<file path="src/ccp_map.vh">
// Register offsets, field positions, reset values and codes of the camera capture preview path.
// Operation
// - Sync-pin mode captures on active pixel edge after blank lines and pixel delay.
// - Embedded mode recognises start-of-active-video code FF 00 00 80.
// - Embedded mode recognises end-of-active-video code FF 00 00 9D.
// - Embedded mode stores only bytes between codes; blanking data is discarded.
// - Embedded mode uses an 8-bit path and ignores line and frame sync pins.
// - YCbCr 4:2:2 bytes accepted in one of four selectable component orders.
// - Default RGB layout: 8:8:8 one colour per byte, 5:6:5 R then G then B.
// - RGB layout mode 2 takes 5:6:5 as G low/R then B/G high.
// - Bit swap in default RGB layout reverses each input byte's bit order.
// - RGB 5:6:5 input is converted to RGB 5:5:5 output.
// - Resizer only reduces, one common ratio both directions, fractional decimation.
// - Decimation factor is value over 16; values 0 to 15 are forbidden.
// - RGB computed from offset Y, Cb, Cr with programmable coefficients C0 to C4.
// - Every converted sample is clipped to its range, never wrapped.
// - Formatter packs RGB 5:5:5 keeping upper bits of each channel.
// - Gray packing: two pixels per word or one with low half zero.
// - Gray samples are stored 12-bit with no colour processing.
// - Pixel clock polarity 0 samples on rising edge, 1 on falling edge.
// - Line and frame sync active polarities are selectable independently.
`ifndef CCP_MAP_VH
`define CCP_MAP_VH

`define CCP_ADDR_CTRL 8'h00
`define CCP_ADDR_TIMING 8'h04
`define CCP_ADDR_DECIM 8'h08
`define CCP_ADDR_CSC0 8'h0C
`define CCP_ADDR_CSC1 8'h10
`define CCP_ADDR_STATUS 8'h14
`define CCP_ADDR_DATA 8'h18

`define CCP_CTRL_EN 0
`define CCP_CTRL_EMB 1
`define CCP_CTRL_PCLK_POL 2
`define CCP_CTRL_HS_POL 3
`define CCP_CTRL_VS_POL 4
`define CCP_CTRL_YORD_LSB 5
`define CCP_CTRL_RGBL_LSB 7
`define CCP_CTRL_SWAP 9
`define CCP_CTRL_FMT_LSB 10
`define CCP_CTRL_GPPW 12
`define CCP_CTRL_MCK_EN 13

`define CCP_FMT_YCC 2'h0
`define CCP_FMT_RGB888 2'h1
`define CCP_FMT_RGB565 2'h2
`define CCP_FMT_GRAY 2'h3
`define CCP_RGBL_MODE2 2'h2

`define CCP_RST_CTRL 32'h00000000
`define CCP_RST_TIMING 32'h00000000
`define CCP_RST_DECIM 7'h10
`define CCP_RST_CSC0 32'h1A0D3325
`define CCP_RST_CSC1 32'h80801043

`define CCP_CODE_PRE 24'hFF0000
`define CCP_CODE_SAV 8'h80
`define CCP_CODE_EAV 8'h9D
`define CCP_CODE_VBIT 5
`define CCP_CODE_FBIT 7

`define CCP_DEC_UNITY 8'h10
`define CCP_CSC_FRAC 5
`define CCP_SAT8 8'hFF
`define CCP_MCK_HALF 3'h3

`endif

</file>
<file path="src/ccp_top.v">
// Camera capture front end and preview path with an APB register slave.
`timescale 1ns/1ps
`include "ccp_map.vh"

module ccp_top (
    // Clock and reset.
    input wire i_clk,
    input wire i_arst_n,
    // APB slave.
    input wire i_psel,
    input wire i_penable,
    input wire i_pwrite,
    input wire [7:0] i_paddr,
    input wire [31:0] i_pwdata,
    output reg [31:0] o_prdata,
    output reg o_pready,
    output reg o_pslverr,
    // Sensor pins.
    input wire i_sensor_pixel_clock,
    input wire i_frame_sync_in,
    input wire i_line_sync_in,
    input wire [11:0] i_pix_data,
    output reg o_sensor_master_clock_out,
    // Formatted memory words.
    output reg [31:0] o_word,
    output reg o_word_valid
);

    // Reverse the bit order of a byte.
    function [7:0] ccp_rev8;
        input [7:0] b;
        integer k;
        begin
            ccp_rev8 = 8'h00;
            for (k = 0; k < 8; k = k + 1)
                ccp_rev8[k] = b[7 - k];
        end
    endfunction

    // True for every implemented register offset.
    function ccp_mapped;
        input [7:0] a;
        begin
            ccp_mapped = (a == `CCP_ADDR_CTRL) || (a == `CCP_ADDR_TIMING) || (a == `CCP_ADDR_DECIM) ||
                         (a == `CCP_ADDR_CSC0) || (a == `CCP_ADDR_CSC1) || (a == `CCP_ADDR_STATUS) ||
                         (a == `CCP_ADDR_DATA);
        end
    endfunction

    reg [31:0] ctrl;
    reg [31:0] timing;
    reg [6:0] decim;
    reg [31:0] csc0;
    reg [31:0] csc1;
    reg [7:0] frame_cnt;
    reg [15:0] word_cnt;
    reg in_frame;
    reg act;
    reg [31:0] rd_mux;

    wire en = ctrl[`CCP_CTRL_EN];
    wire emb = ctrl[`CCP_CTRL_EMB];
    wire [1:0] fmt = ctrl[`CCP_CTRL_FMT_LSB + 1:`CCP_CTRL_FMT_LSB];
    wire [1:0] yord = ctrl[`CCP_CTRL_YORD_LSB + 1:`CCP_CTRL_YORD_LSB];
    wire [1:0] rgbl = ctrl[`CCP_CTRL_RGBL_LSB + 1:`CCP_CTRL_RGBL_LSB];
    wire gray = (fmt == `CCP_FMT_GRAY);
    wire [7:0] line_start_pixel_delay = timing[7:0];
    wire [7:0] frame_start_blank_lines = timing[15:8];

    // Register read view; status shows the capture state.
    always @* begin
        case (i_paddr)
            `CCP_ADDR_CTRL: rd_mux = ctrl;
            `CCP_ADDR_TIMING: rd_mux = timing;
            `CCP_ADDR_DECIM: rd_mux = {25'h0000000, decim};
            `CCP_ADDR_CSC0: rd_mux = csc0;
            `CCP_ADDR_CSC1: rd_mux = csc1;
            `CCP_ADDR_STATUS: rd_mux = {word_cnt, frame_cnt, 6'h00, act, in_frame};
            `CCP_ADDR_DATA: rd_mux = o_word;
            default: rd_mux = 32'h00000000;
        endcase
    end

    // APB slave: data and error are prepared in the setup cycle so every output is a flop.
    always @(posedge i_clk or negedge i_arst_n) begin
        if (!i_arst_n) begin
            o_pready <= 1'b0;
            o_pslverr <= 1'b0;
            o_prdata <= 32'h00000000;
        end else if (i_psel && !i_penable) begin
            o_pready <= 1'b1;
            o_pslverr <= ~ccp_mapped(i_paddr);
            o_prdata <= i_pwrite ? 32'h00000000 : rd_mux;
        end else begin
            o_pready <= 1'b0;
            o_pslverr <= 1'b0;
        end
    end

    // Register writes take effect at the access edge; read-only offsets ignore writes.
    always @(posedge i_clk or negedge i_arst_n) begin
        if (!i_arst_n) begin
            ctrl <= `CCP_RST_CTRL;
            timing <= `CCP_RST_TIMING;
            decim <= `CCP_RST_DECIM;
            csc0 <= `CCP_RST_CSC0;
            csc1 <= `CCP_RST_CSC1;
        end else if (i_psel && i_penable && o_pready && i_pwrite) begin
            case (i_paddr)
                `CCP_ADDR_CTRL: ctrl <= i_pwdata;
                `CCP_ADDR_TIMING: timing <= i_pwdata;
                `CCP_ADDR_DECIM: decim <= i_pwdata[6:0];
                `CCP_ADDR_CSC0: csc0 <= i_pwdata;
                `CCP_ADDR_CSC1: csc1 <= i_pwdata;
                default: ;
            endcase
        end
    end

    // Sensor master clock, divided from the system clock while enabled.
    reg [2:0] mck_cnt;
    always @(posedge i_clk or negedge i_arst_n) begin
        if (!i_arst_n) begin
            mck_cnt <= 3'h0;
            o_sensor_master_clock_out <= 1'b0;
        end else if (!ctrl[`CCP_CTRL_MCK_EN]) begin
            mck_cnt <= 3'h0;
            o_sensor_master_clock_out <= 1'b0;
        end else if (mck_cnt == `CCP_MCK_HALF) begin
            mck_cnt <= 3'h0;
            o_sensor_master_clock_out <= ~o_sensor_master_clock_out;
        end else begin
            mck_cnt <= mck_cnt + 3'h1;
        end
    end

    // Three-stage synchroniser; a bit only changes once stages two and three agree.
    wire [14:0] pin_vec = {i_sensor_pixel_clock, i_frame_sync_in, i_line_sync_in, i_pix_data};
    reg [14:0] s1;
    reg [14:0] s2;
    reg [14:0] s3;
    reg [14:0] flt;
    always @(posedge i_clk or negedge i_arst_n) begin
        if (!i_arst_n) begin
            s1 <= 15'h0000;
            s2 <= 15'h0000;
            s3 <= 15'h0000;
            flt <= 15'h0000;
        end else begin
            s1 <= pin_vec;
            s2 <= s1;
            s3 <= s2;
            flt <= (flt & (s2 ^ s3)) | (s3 & ~(s2 ^ s3));
        end
    end

    // Pixel clock edge detection on the filtered copy; the sensor clock is never a clock here.
    reg pclk_d;
    always @(posedge i_clk or negedge i_arst_n) begin
        if (!i_arst_n)
            pclk_d <= 1'b0;
        else
            pclk_d <= flt[14];
    end
    wire ev = en & (ctrl[`CCP_CTRL_PCLK_POL] ? (pclk_d & ~flt[14]) : (~pclk_d & flt[14]));
    wire vs_act = flt[13] ^ ctrl[`CCP_CTRL_VS_POL];
    wire hs_act = flt[12] ^ ctrl[`CCP_CTRL_HS_POL];
    wire [7:0] raw = flt[7:0];
    wire swap_on = ctrl[`CCP_CTRL_SWAP] && (fmt == `CCP_FMT_RGB888 || fmt == `CCP_FMT_RGB565);
    wire [7:0] bsel = swap_on ? ccp_rev8(raw) : raw;

    // Embedded code detection on the raw byte stream.
    reg [7:0] h1;
    reg [7:0] h2;
    reg [7:0] h3;
    wire hit = ({h3, h2, h1} == `CCP_CODE_PRE);
    wire sav = hit && (raw == `CCP_CODE_SAV);
    wire eav = hit && (raw == `CCP_CODE_EAV);
    wire vbc = hit && raw[`CCP_CODE_FBIT] && raw[`CCP_CODE_VBIT];

    // Front end: produces byte pulses and line and frame start pulses in either sync mode.
    reg vs_d;
    reg hs_d;
    reg [7:0] line_cnt;
    reg [7:0] pix_cnt;
    reg [7:0] p1;
    reg [7:0] p2;
    reg [7:0] p3;
    reg [2:0] pv;
    reg vb_seen;
    reg fe_v;
    reg fe_line;
    reg fe_frame;
    reg [11:0] fe_d;
    always @(posedge i_clk or negedge i_arst_n) begin
        if (!i_arst_n) begin
            {vs_d, hs_d, in_frame, act, vb_seen, fe_v, fe_line, fe_frame} <= 8'h00;
            {line_cnt, pix_cnt, h1, h2, h3, p1, p2, p3} <= 64'h0000000000000000;
            pv <= 3'h0;
            fe_d <= 12'h000;
        end else begin
            fe_v <= 1'b0;
            fe_line <= 1'b0;
            fe_frame <= 1'b0;
            if (!en) begin
                {in_frame, act, vb_seen} <= 3'h0;
                pv <= 3'h0;
                line_cnt <= 8'h00;
            end else if (ev && emb) begin
                // Sync pins are not looked at; only the low byte is used.
                h1 <= raw;
                h2 <= h1;
                h3 <= h2;
                p1 <= bsel;
                p2 <= p1;
                p3 <= p2;
                fe_d <= {4'h0, p3};
                if (hit) begin
                    // The FF 00 00 prefix still in the pipe is dropped with the code itself.
                    pv <= 3'h0;
                    act <= sav;
                    fe_line <= sav;
                    if (sav && vb_seen) begin
                        // Frame recovery needs a blanking line between frames.
                        fe_frame <= 1'b1;
                        in_frame <= 1'b1;
                        vb_seen <= 1'b0;
                    end else if (vbc) begin
                        vb_seen <= 1'b1;
                        in_frame <= 1'b0;
                    end
                end else begin
                    fe_v <= pv[2];
                    pv <= {pv[1:0], act};
                end
            end else if (ev) begin
                vs_d <= vs_act;
                hs_d <= hs_act;
                fe_d <= {flt[11:8], bsel};
                if (vs_act && !vs_d) begin
                    line_cnt <= 8'h00;
                    in_frame <= 1'b1;
                    fe_frame <= 1'b1;
                end else if (hs_act && !hs_d) begin
                    if (line_cnt != `CCP_SAT8)
                        line_cnt <= line_cnt + 8'h01;
                    fe_line <= (line_cnt >= frame_start_blank_lines);
                end
                if (hs_act)
                    pix_cnt <= 8'h00;
                else if (pix_cnt != `CCP_SAT8)
                    pix_cnt <= pix_cnt + 8'h01;
                fe_v <= in_frame && !hs_act && !vs_act && (line_cnt > frame_start_blank_lines) && (pix_cnt >= line_start_pixel_delay);
                act <= !hs_act && (line_cnt > frame_start_blank_lines);
            end
        end
    end

    // Byte decoding for YCbCr order and RGB 5:6:5 layouts.
    reg [7:0] w0;
    reg [7:0] w1;
    reg [7:0] w2;
    wire [7:0] cur = fe_d[7:0];
    reg [7:0] dy0;
    reg [7:0] dy1;
    reg [7:0] dcb;
    reg [7:0] dcr;
    reg [7:0] r5;
    reg [7:0] g5;
    reg [7:0] b5;
    always @* begin
        case (yord)
            2'h0: {dcb, dy0, dcr, dy1} = {w0, w1, w2, cur};
            2'h1: {dcr, dy0, dcb, dy1} = {w0, w1, w2, cur};
            2'h2: {dy0, dcb, dy1, dcr} = {w0, w1, w2, cur};
            default: {dy0, dcr, dy1, dcb} = {w0, w1, w2, cur};
        endcase
        if (rgbl == `CCP_RGBL_MODE2) begin
            r5 = {w0[4:0], 3'h0};
            g5 = {cur[2:0], w0[7:5], 2'h0};
            b5 = {cur[7:3], 3'h0};
        end else begin
            r5 = {w0[7:3], 3'h0};
            g5 = {w0[2:0], cur[7:5], 2'h0};
            b5 = {cur[4:0], 3'h0};
        end
    end

    // Assembler: gathers bytes into pixels; the second YCbCr pixel follows one cycle later.
    reg [1:0] ph;
    reg pend;
    reg [7:0] py1;
    reg asm_v;
    reg asm_ycc;
    reg [7:0] ca;
    reg [7:0] cb;
    reg [7:0] cc;
    always @(posedge i_clk or negedge i_arst_n) begin
        if (!i_arst_n) begin
            {ph, pend, asm_v, asm_ycc} <= 5'h00;
            {w0, w1, w2, py1, ca, cb, cc} <= 56'h00000000000000;
        end else begin
            asm_v <= 1'b0;
            if (fe_line || fe_frame) begin
                ph <= 2'h0;
                pend <= 1'b0;
            end else if (pend) begin
                asm_v <= 1'b1;
                ca <= py1;
                pend <= 1'b0;
            end else if (fe_v && !gray) begin
                // Pixel events are far apart because the system clock is the faster one.
                case (ph)
                    2'h0: w0 <= cur;
                    2'h1: w1 <= cur;
                    default: w2 <= cur;
                endcase
                ph <= ph + 2'h1;
                asm_ycc <= (fmt == `CCP_FMT_YCC);
                if (fmt == `CCP_FMT_YCC && ph == 2'h3) begin
                    {asm_v, pend, ca, cb, cc, py1} <= {2'h3, dy0, dcb, dcr, dy1};
                end else if (fmt == `CCP_FMT_RGB888 && ph == 2'h2) begin
                    {asm_v, ca, cb, cc} <= {1'b1, w0, w1, cur};
                    ph <= 2'h0;
                end else if (fmt == `CCP_FMT_RGB565 && ph == 2'h1) begin
                    {asm_v, ca, cb, cc} <= {1'b1, r5, g5, b5};
                    ph <= 2'h0;
                end
            end
        end
    end

    // Fractional decimation in sixteenths; forbidden values below unity act as unity.
    wire [7:0] dec_eff = ({1'b0, decim} < `CCP_DEC_UNITY) ? `CCP_DEC_UNITY : {1'b0, decim};
    reg [7:0] hacc;
    reg [7:0] vacc;
    reg line_keep;
    reg dv;
    reg dycc;
    reg [7:0] da;
    reg [7:0] db;
    reg [7:0] dc;
    wire [7:0] vbase = fe_frame ? 8'h00 : vacc;
    always @(posedge i_clk or negedge i_arst_n) begin
        if (!i_arst_n) begin
            {hacc, vacc, da, db, dc} <= 40'h0000000000;
            {line_keep, dv, dycc} <= 3'h0;
        end else begin
            dv <= 1'b0;
            if (fe_line) begin
                // Same ratio vertically: a line is kept when the accumulator is below unity.
                hacc <= 8'h00;
                line_keep <= (vbase < `CCP_DEC_UNITY);
                vacc <= (vbase < `CCP_DEC_UNITY) ? vbase + dec_eff - `CCP_DEC_UNITY
                                                 : vbase - `CCP_DEC_UNITY;
            end else if (fe_frame) begin
                vacc <= 8'h00;
                line_keep <= 1'b0;
                hacc <= 8'h00;
            end else if (asm_v) begin
                // Only dropping is possible, so the image never grows.
                dv <= line_keep && (hacc < `CCP_DEC_UNITY);
                hacc <= (hacc < `CCP_DEC_UNITY) ? hacc + dec_eff - `CCP_DEC_UNITY
                                                : hacc - `CCP_DEC_UNITY;
                {dycc, da, db, dc} <= {asm_ycc, ca, cb, cc};
            end
        end
    end

    // Colour conversion for YCbCr pixels; RGB input passes through.
    wire [7:0] cr_o;
    wire [7:0] cg_o;
    wire [7:0] cb_o;
    ccp_csc u_csc (
        .i_y(da),
        .i_cb(db),
        .i_cr(dc),
        .i_c0(csc0[7:0]),
        .i_c1(csc0[15:8]),
        .i_c2(csc0[23:16]),
        .i_c3(csc0[31:24]),
        .i_c4(csc1[7:0]),
        .i_yoff(csc1[15:8]),
        .i_cboff(csc1[23:16]),
        .i_croff(csc1[31:24]),
        .o_r(cr_o),
        .o_g(cg_o),
        .o_b(cb_o)
    );
    reg cv;
    reg [7:0] pr;
    reg [7:0] pg;
    reg [7:0] pb;
    always @(posedge i_clk or negedge i_arst_n) begin
        if (!i_arst_n) begin
            cv <= 1'b0;
            {pr, pg, pb} <= 24'h000000;
        end else begin
            cv <= dv;
            if (dv)
                {pr, pg, pb} <= dycc ? {cr_o, cg_o, cb_o} : {da, db, dc};
        end
    end

    // Formatter: upper bits of each channel, gray samples raw with four zero bits.
    wire hv = gray ? fe_v : cv;
    wire [15:0] half = gray ? {fe_d, 4'h0} : {1'b0, pr[7:3], pg[7:3], pb[7:3]};
    reg hf;
    reg [15:0] first;
    always @(posedge i_clk or negedge i_arst_n) begin
        if (!i_arst_n) begin
            {hf, o_word_valid} <= 2'h0;
            first <= 16'h0000;
            o_word <= 32'h00000000;
            word_cnt <= 16'h0000;
            frame_cnt <= 8'h00;
        end else begin
            o_word_valid <= 1'b0;
            if (fe_frame) begin
                hf <= 1'b0;
                word_cnt <= 16'h0000;
                frame_cnt <= frame_cnt + 8'h01;
            end else if (hv) begin
                if (gray && ctrl[`CCP_CTRL_GPPW]) begin
                    o_word <= {half, 16'h0000};
                    o_word_valid <= 1'b1;
                    word_cnt <= word_cnt + 16'h0001;
                end else if (!hf) begin
                    first <= half;
                    hf <= 1'b1;
                end else begin
                    o_word <= {first, half};
                    o_word_valid <= 1'b1;
                    word_cnt <= word_cnt + 16'h0001;
                    hf <= 1'b0;
                end
            end
        end
    end

endmodule

</file>
<file path="src/ccp_csc.v">
// Colour space converter from offset-corrected YCbCr to clipped 8-bit RGB.
`timescale 1ns/1ps
`include "ccp_map.vh"

module ccp_csc (
    // Pixel components.
    input wire [7:0] i_y,
    input wire [7:0] i_cb,
    input wire [7:0] i_cr,
    // Coefficients with five fraction bits, and offsets.
    input wire [7:0] i_c0,
    input wire [7:0] i_c1,
    input wire [7:0] i_c2,
    input wire [7:0] i_c3,
    input wire [7:0] i_c4,
    input wire [7:0] i_yoff,
    input wire [7:0] i_cboff,
    input wire [7:0] i_croff,
    // Converted colour.
    output wire [7:0] o_r,
    output wire [7:0] o_g,
    output wire [7:0] o_b
);

    // Saturate a scaled sum into 0..255 so overflow never wraps round.
    function [7:0] ccp_clip;
        input signed [20:0] v;
        reg signed [20:0] s;
        begin
            s = v >>> `CCP_CSC_FRAC;
            if (s < 0)
                ccp_clip = 8'h00;
            else if (s > $signed({13'h0000, `CCP_SAT8}))
                ccp_clip = `CCP_SAT8;
            else
                ccp_clip = s[7:0];
        end
    endfunction

    // Offset correction gives signed ten-bit differences.
    wire signed [9:0] yd = $signed({2'b00, i_y}) - $signed({2'b00, i_yoff});
    wire signed [9:0] cbd = $signed({2'b00, i_cb}) - $signed({2'b00, i_cboff});
    wire signed [9:0] crd = $signed({2'b00, i_cr}) - $signed({2'b00, i_croff});

    // Products are exact at nineteen bits, so no precision is lost before clipping.
    wire signed [18:0] p0 = yd * $signed({1'b0, i_c0});
    wire signed [18:0] p1 = crd * $signed({1'b0, i_c1});
    wire signed [18:0] p2 = cbd * $signed({1'b0, i_c2});
    wire signed [18:0] p3 = crd * $signed({1'b0, i_c3});
    wire signed [18:0] p4 = cbd * $signed({1'b0, i_c4});

    // Matrix sums, sign extended before adding.
    wire signed [20:0] rs = {{2{p0[18]}}, p0} + {{2{p1[18]}}, p1};
    wire signed [20:0] gs = {{2{p0[18]}}, p0} - {{2{p2[18]}}, p2} - {{2{p3[18]}}, p3};
    wire signed [20:0] bs = {{2{p0[18]}}, p0} + {{2{p4[18]}}, p4};

    // Each sample is clipped independently.
    assign o_r = ccp_clip(rs);
    assign o_g = ccp_clip(gs);
    assign o_b = ccp_clip(bs);

endmodule

</file>
<file path="config.mk">
export PLATFORM = sky130hd
export DESIGN_NAME = ccp_top
export DESIGN_NICKNAME = d
export VERILOG_FILES = /design/src/ccp_top.v /design/src/ccp_csc.v
export VERILOG_INCLUDE_DIRS = /design/src /design/src/src
export SDC_FILE = /design/constraint.sdc
export NUM_CORES = 2
export LEC_CHECK = 0
export ABC_AREA = 0
export BUFFER_PORTS_ARGS = -buffer_cell sky130_fd_sc_hd__buf_4
export CAP_MARGIN = 30
export CORE_MARGIN = 5
export CORE_UTILIZATION = 60
export CTS_BUF_LIST = sky130_fd_sc_hd__clkbuf_2
export DETAILED_ROUTE_END_ITERATION = 10
export GPL_ROUTABILITY_DRIVEN = 0
export PLACE_DENSITY_LB_ADDON = 0.3
export SLEW_MARGIN = 20
export SYNTH_ARGS = -nofsm -noshare
export SYNTH_HDL_FRONTEND = slang
export SYNTH_HIERARCHICAL = 1
export SYNTH_SLANG_ARGS = --single-unit
</file>
<file path="constraint.sdc">
create_clock -name i_clk -period 14.3 [get_ports i_clk]
set_input_delay 0.715 -clock i_clk [delete_from_list [all_inputs] [get_ports i_clk]]
set_output_delay 0.715 -clock i_clk [all_outputs]
set_load 0.01 [all_outputs]
</file>
==> metrics.cfg <==
[outcome]
status = finished clean

[power_and_ir_drop]
p_total_uw = 2650
powerDensity_nw_per_um2 = 59.6
peakVddDrop_mv = 0.130
cellLeakagePower_uw = 0.0227

[placed_design]
dp_cells = 4999
dpl.hpwl_um = 85500
port_buffers = 127
preCtsSetupSlack_ns = 2.46
dpl_cell_area_um2 = 42700

[timing]
rsz0062_at_grt = false
final-setup-viol-count = 0
drv_slew = 0
fin_ws_ns = 2.33
period_needed_ns = 11.97
hold_viol_final = 0
slew_headroom = 0.319
fin_setup_tns_ns = 0
tightest_slew_ns = 1.02
timing.fmax_ghz = 0.0835
period_share = 0.837
fin_skew_ns = 0.126

[die]
start_util = 0.607
pin_count = 128
core-area_um2 = 67300
rows = 95
dieArea_um2 = 73400
die_h_um = 271
die_w_um = 271

[logic_synthesis]
synthCells = 4115
syn_area_um2 = 40800
synth_area_per_cell_um2 = 9.92
ys_warn_count = 6
syn-num-nets = 4845

[clock_network]
cts_inserted_buffers = 116
cts.clk_slew.worst_paths_ns = 0.13
ctsResizeCount = 0
clock_latency_ns = 1.14
ctsHtreeMaxLevel = 3
cts_buffer_depth = 3
cts_sinks = 515
cts_root_buf = clkbuf_2
cts_tree = built

[critical_path]
endpoint_kind = register
crit_slowest_cell = a21oi_1
start_kind = register
path_max_fanout = 14
critical_path_class = register to register
cp_common_cell = fa_1
slowest_delay_ns = 0.69
critPathArrivalTime_ns = 12.97
cp.required_ns = 15.30

[run]
drv_cap = 0

[detailed_routing]
first_pass_iters = 6
wl_um = 112000
via_per_inst = 5.86
vias = 30900
drc = 0
wire_per_inst_um = 21.2
final_antenna_net_count = 0
drt_iter0_drc = 2560

[global_routing]
track_usage = 0.308
grt_max_degree = 99
grt-ovfl-total = 0
grt_pass1_wl_um = 179000
grt_pass1_vias = 32200
antenna_found_initial = 2

[layout]
final_cells = 5272
drive_gt1_frac = 0.142
design_area_um2 = 44500
nets = 5029
area_delta_synth_final_pct = 8.98

[min_path]
hold_class = primary input to async pin

-- stage by stage --
| step | utilization | hold slack [ns] |
|---|---|---|
| 2_1_floorplan | - | 0.331 |
| 3_3_place_gp | 0.633 | 0.333 |
| 3_5_place_dp | 0.635 | 0.337 |
| 4_1_cts | 0.659 | 0.144 |
| 5_1_grt | 0.661 | 0.189 |
| 6_report | 0.661 | 0.191 |
-- cells in the final DEF (no fill, tap or decap), types with 152 or more instances in the layout --
master and n:
nor2_1 152, dfrtp_1 495, o21ai_0 190, and2_1 185, nand2_1 519, inv_1 600, mux2_2 181, clkbuf_2 165
buf_4 178, ha_1 267, fa_1 403
-- area by class of cell --
cell class                      count  area [um2]
Antenna cell                        9        22.5
Clock buffer                      165         826
Clock inverter                     44         340
Fill cell                        5334       22800
Inverter                          601        2260
Multi-Input combinational cell   2829       25000
Sequential cell                   515       12900
Tap cell                          873        1090
Timing Repair Buffer              236        2020
-- power breakdown --
group          switching, uW  total (uW)  leakage, uW  internal [uW]
sequential              13.1        1480      0.00689           1470
combinational           94.0         148       0.0150           54.0
clock                    609        1020     0.000844            410
-- state kept, by name (all words and copies together) (netlist names), 12 cells and up, named ones only --
name / cells
csc0: 32
csc1: 32
ctrl: 32
o_prdata: 32
o_word: 32
timing: 32
first: 16
word_cnt: 16
s1: 15
s2: 15
s3: 15
fe_d: 12
-- what timing repair did --
action	in CTS	in global routing
hold buffers	49	0
setup endpoints to repair	0	0
buffers inserted	0	0
hold endpoints to repair	248	0
-- path summary, 6_finish.rpt --
| path | startpoint | to | slack [ns] | depth (start not counted) |
|---|---|---|---|---|
| max | da[0] | pg[7] | 2.33 | 42 |
| min | i_arst_n | h3[2] | 0.19 | 2 |
| max reg2reg | da[0] | pg[7] | 2.33 | 42 |
| min reg2reg | s1[11] | s2[11] | 0.36 | 0 |
| max in group asynchronous | i_arst_n | o_prdata[21] | 11.45 | 5 |
| min in group i_clk | i_psel | o_pready | 0.20 | 4 |
-- per-layer routing --
layer	vias up	share of wire	GRT usage
li1	13800	-	-
met1	15400	0.40	0.414
met2	1337	0.46	0.493
met3	312	0.085	0.0579
met4	0	0.051	0.136
met5	-	0	0
-- worst max-delay path, delay by kind of cell (launching register included) --
family          cells  cell delay [ns]
compound gates     14             3.42
mux                 1             0.13
buf+inv             6             0.34
fa+ha+maj          14             6.45
simple gates        7             1.13
flops               1             0.38
Note: power is estimated with default switching activity, not from simulation.
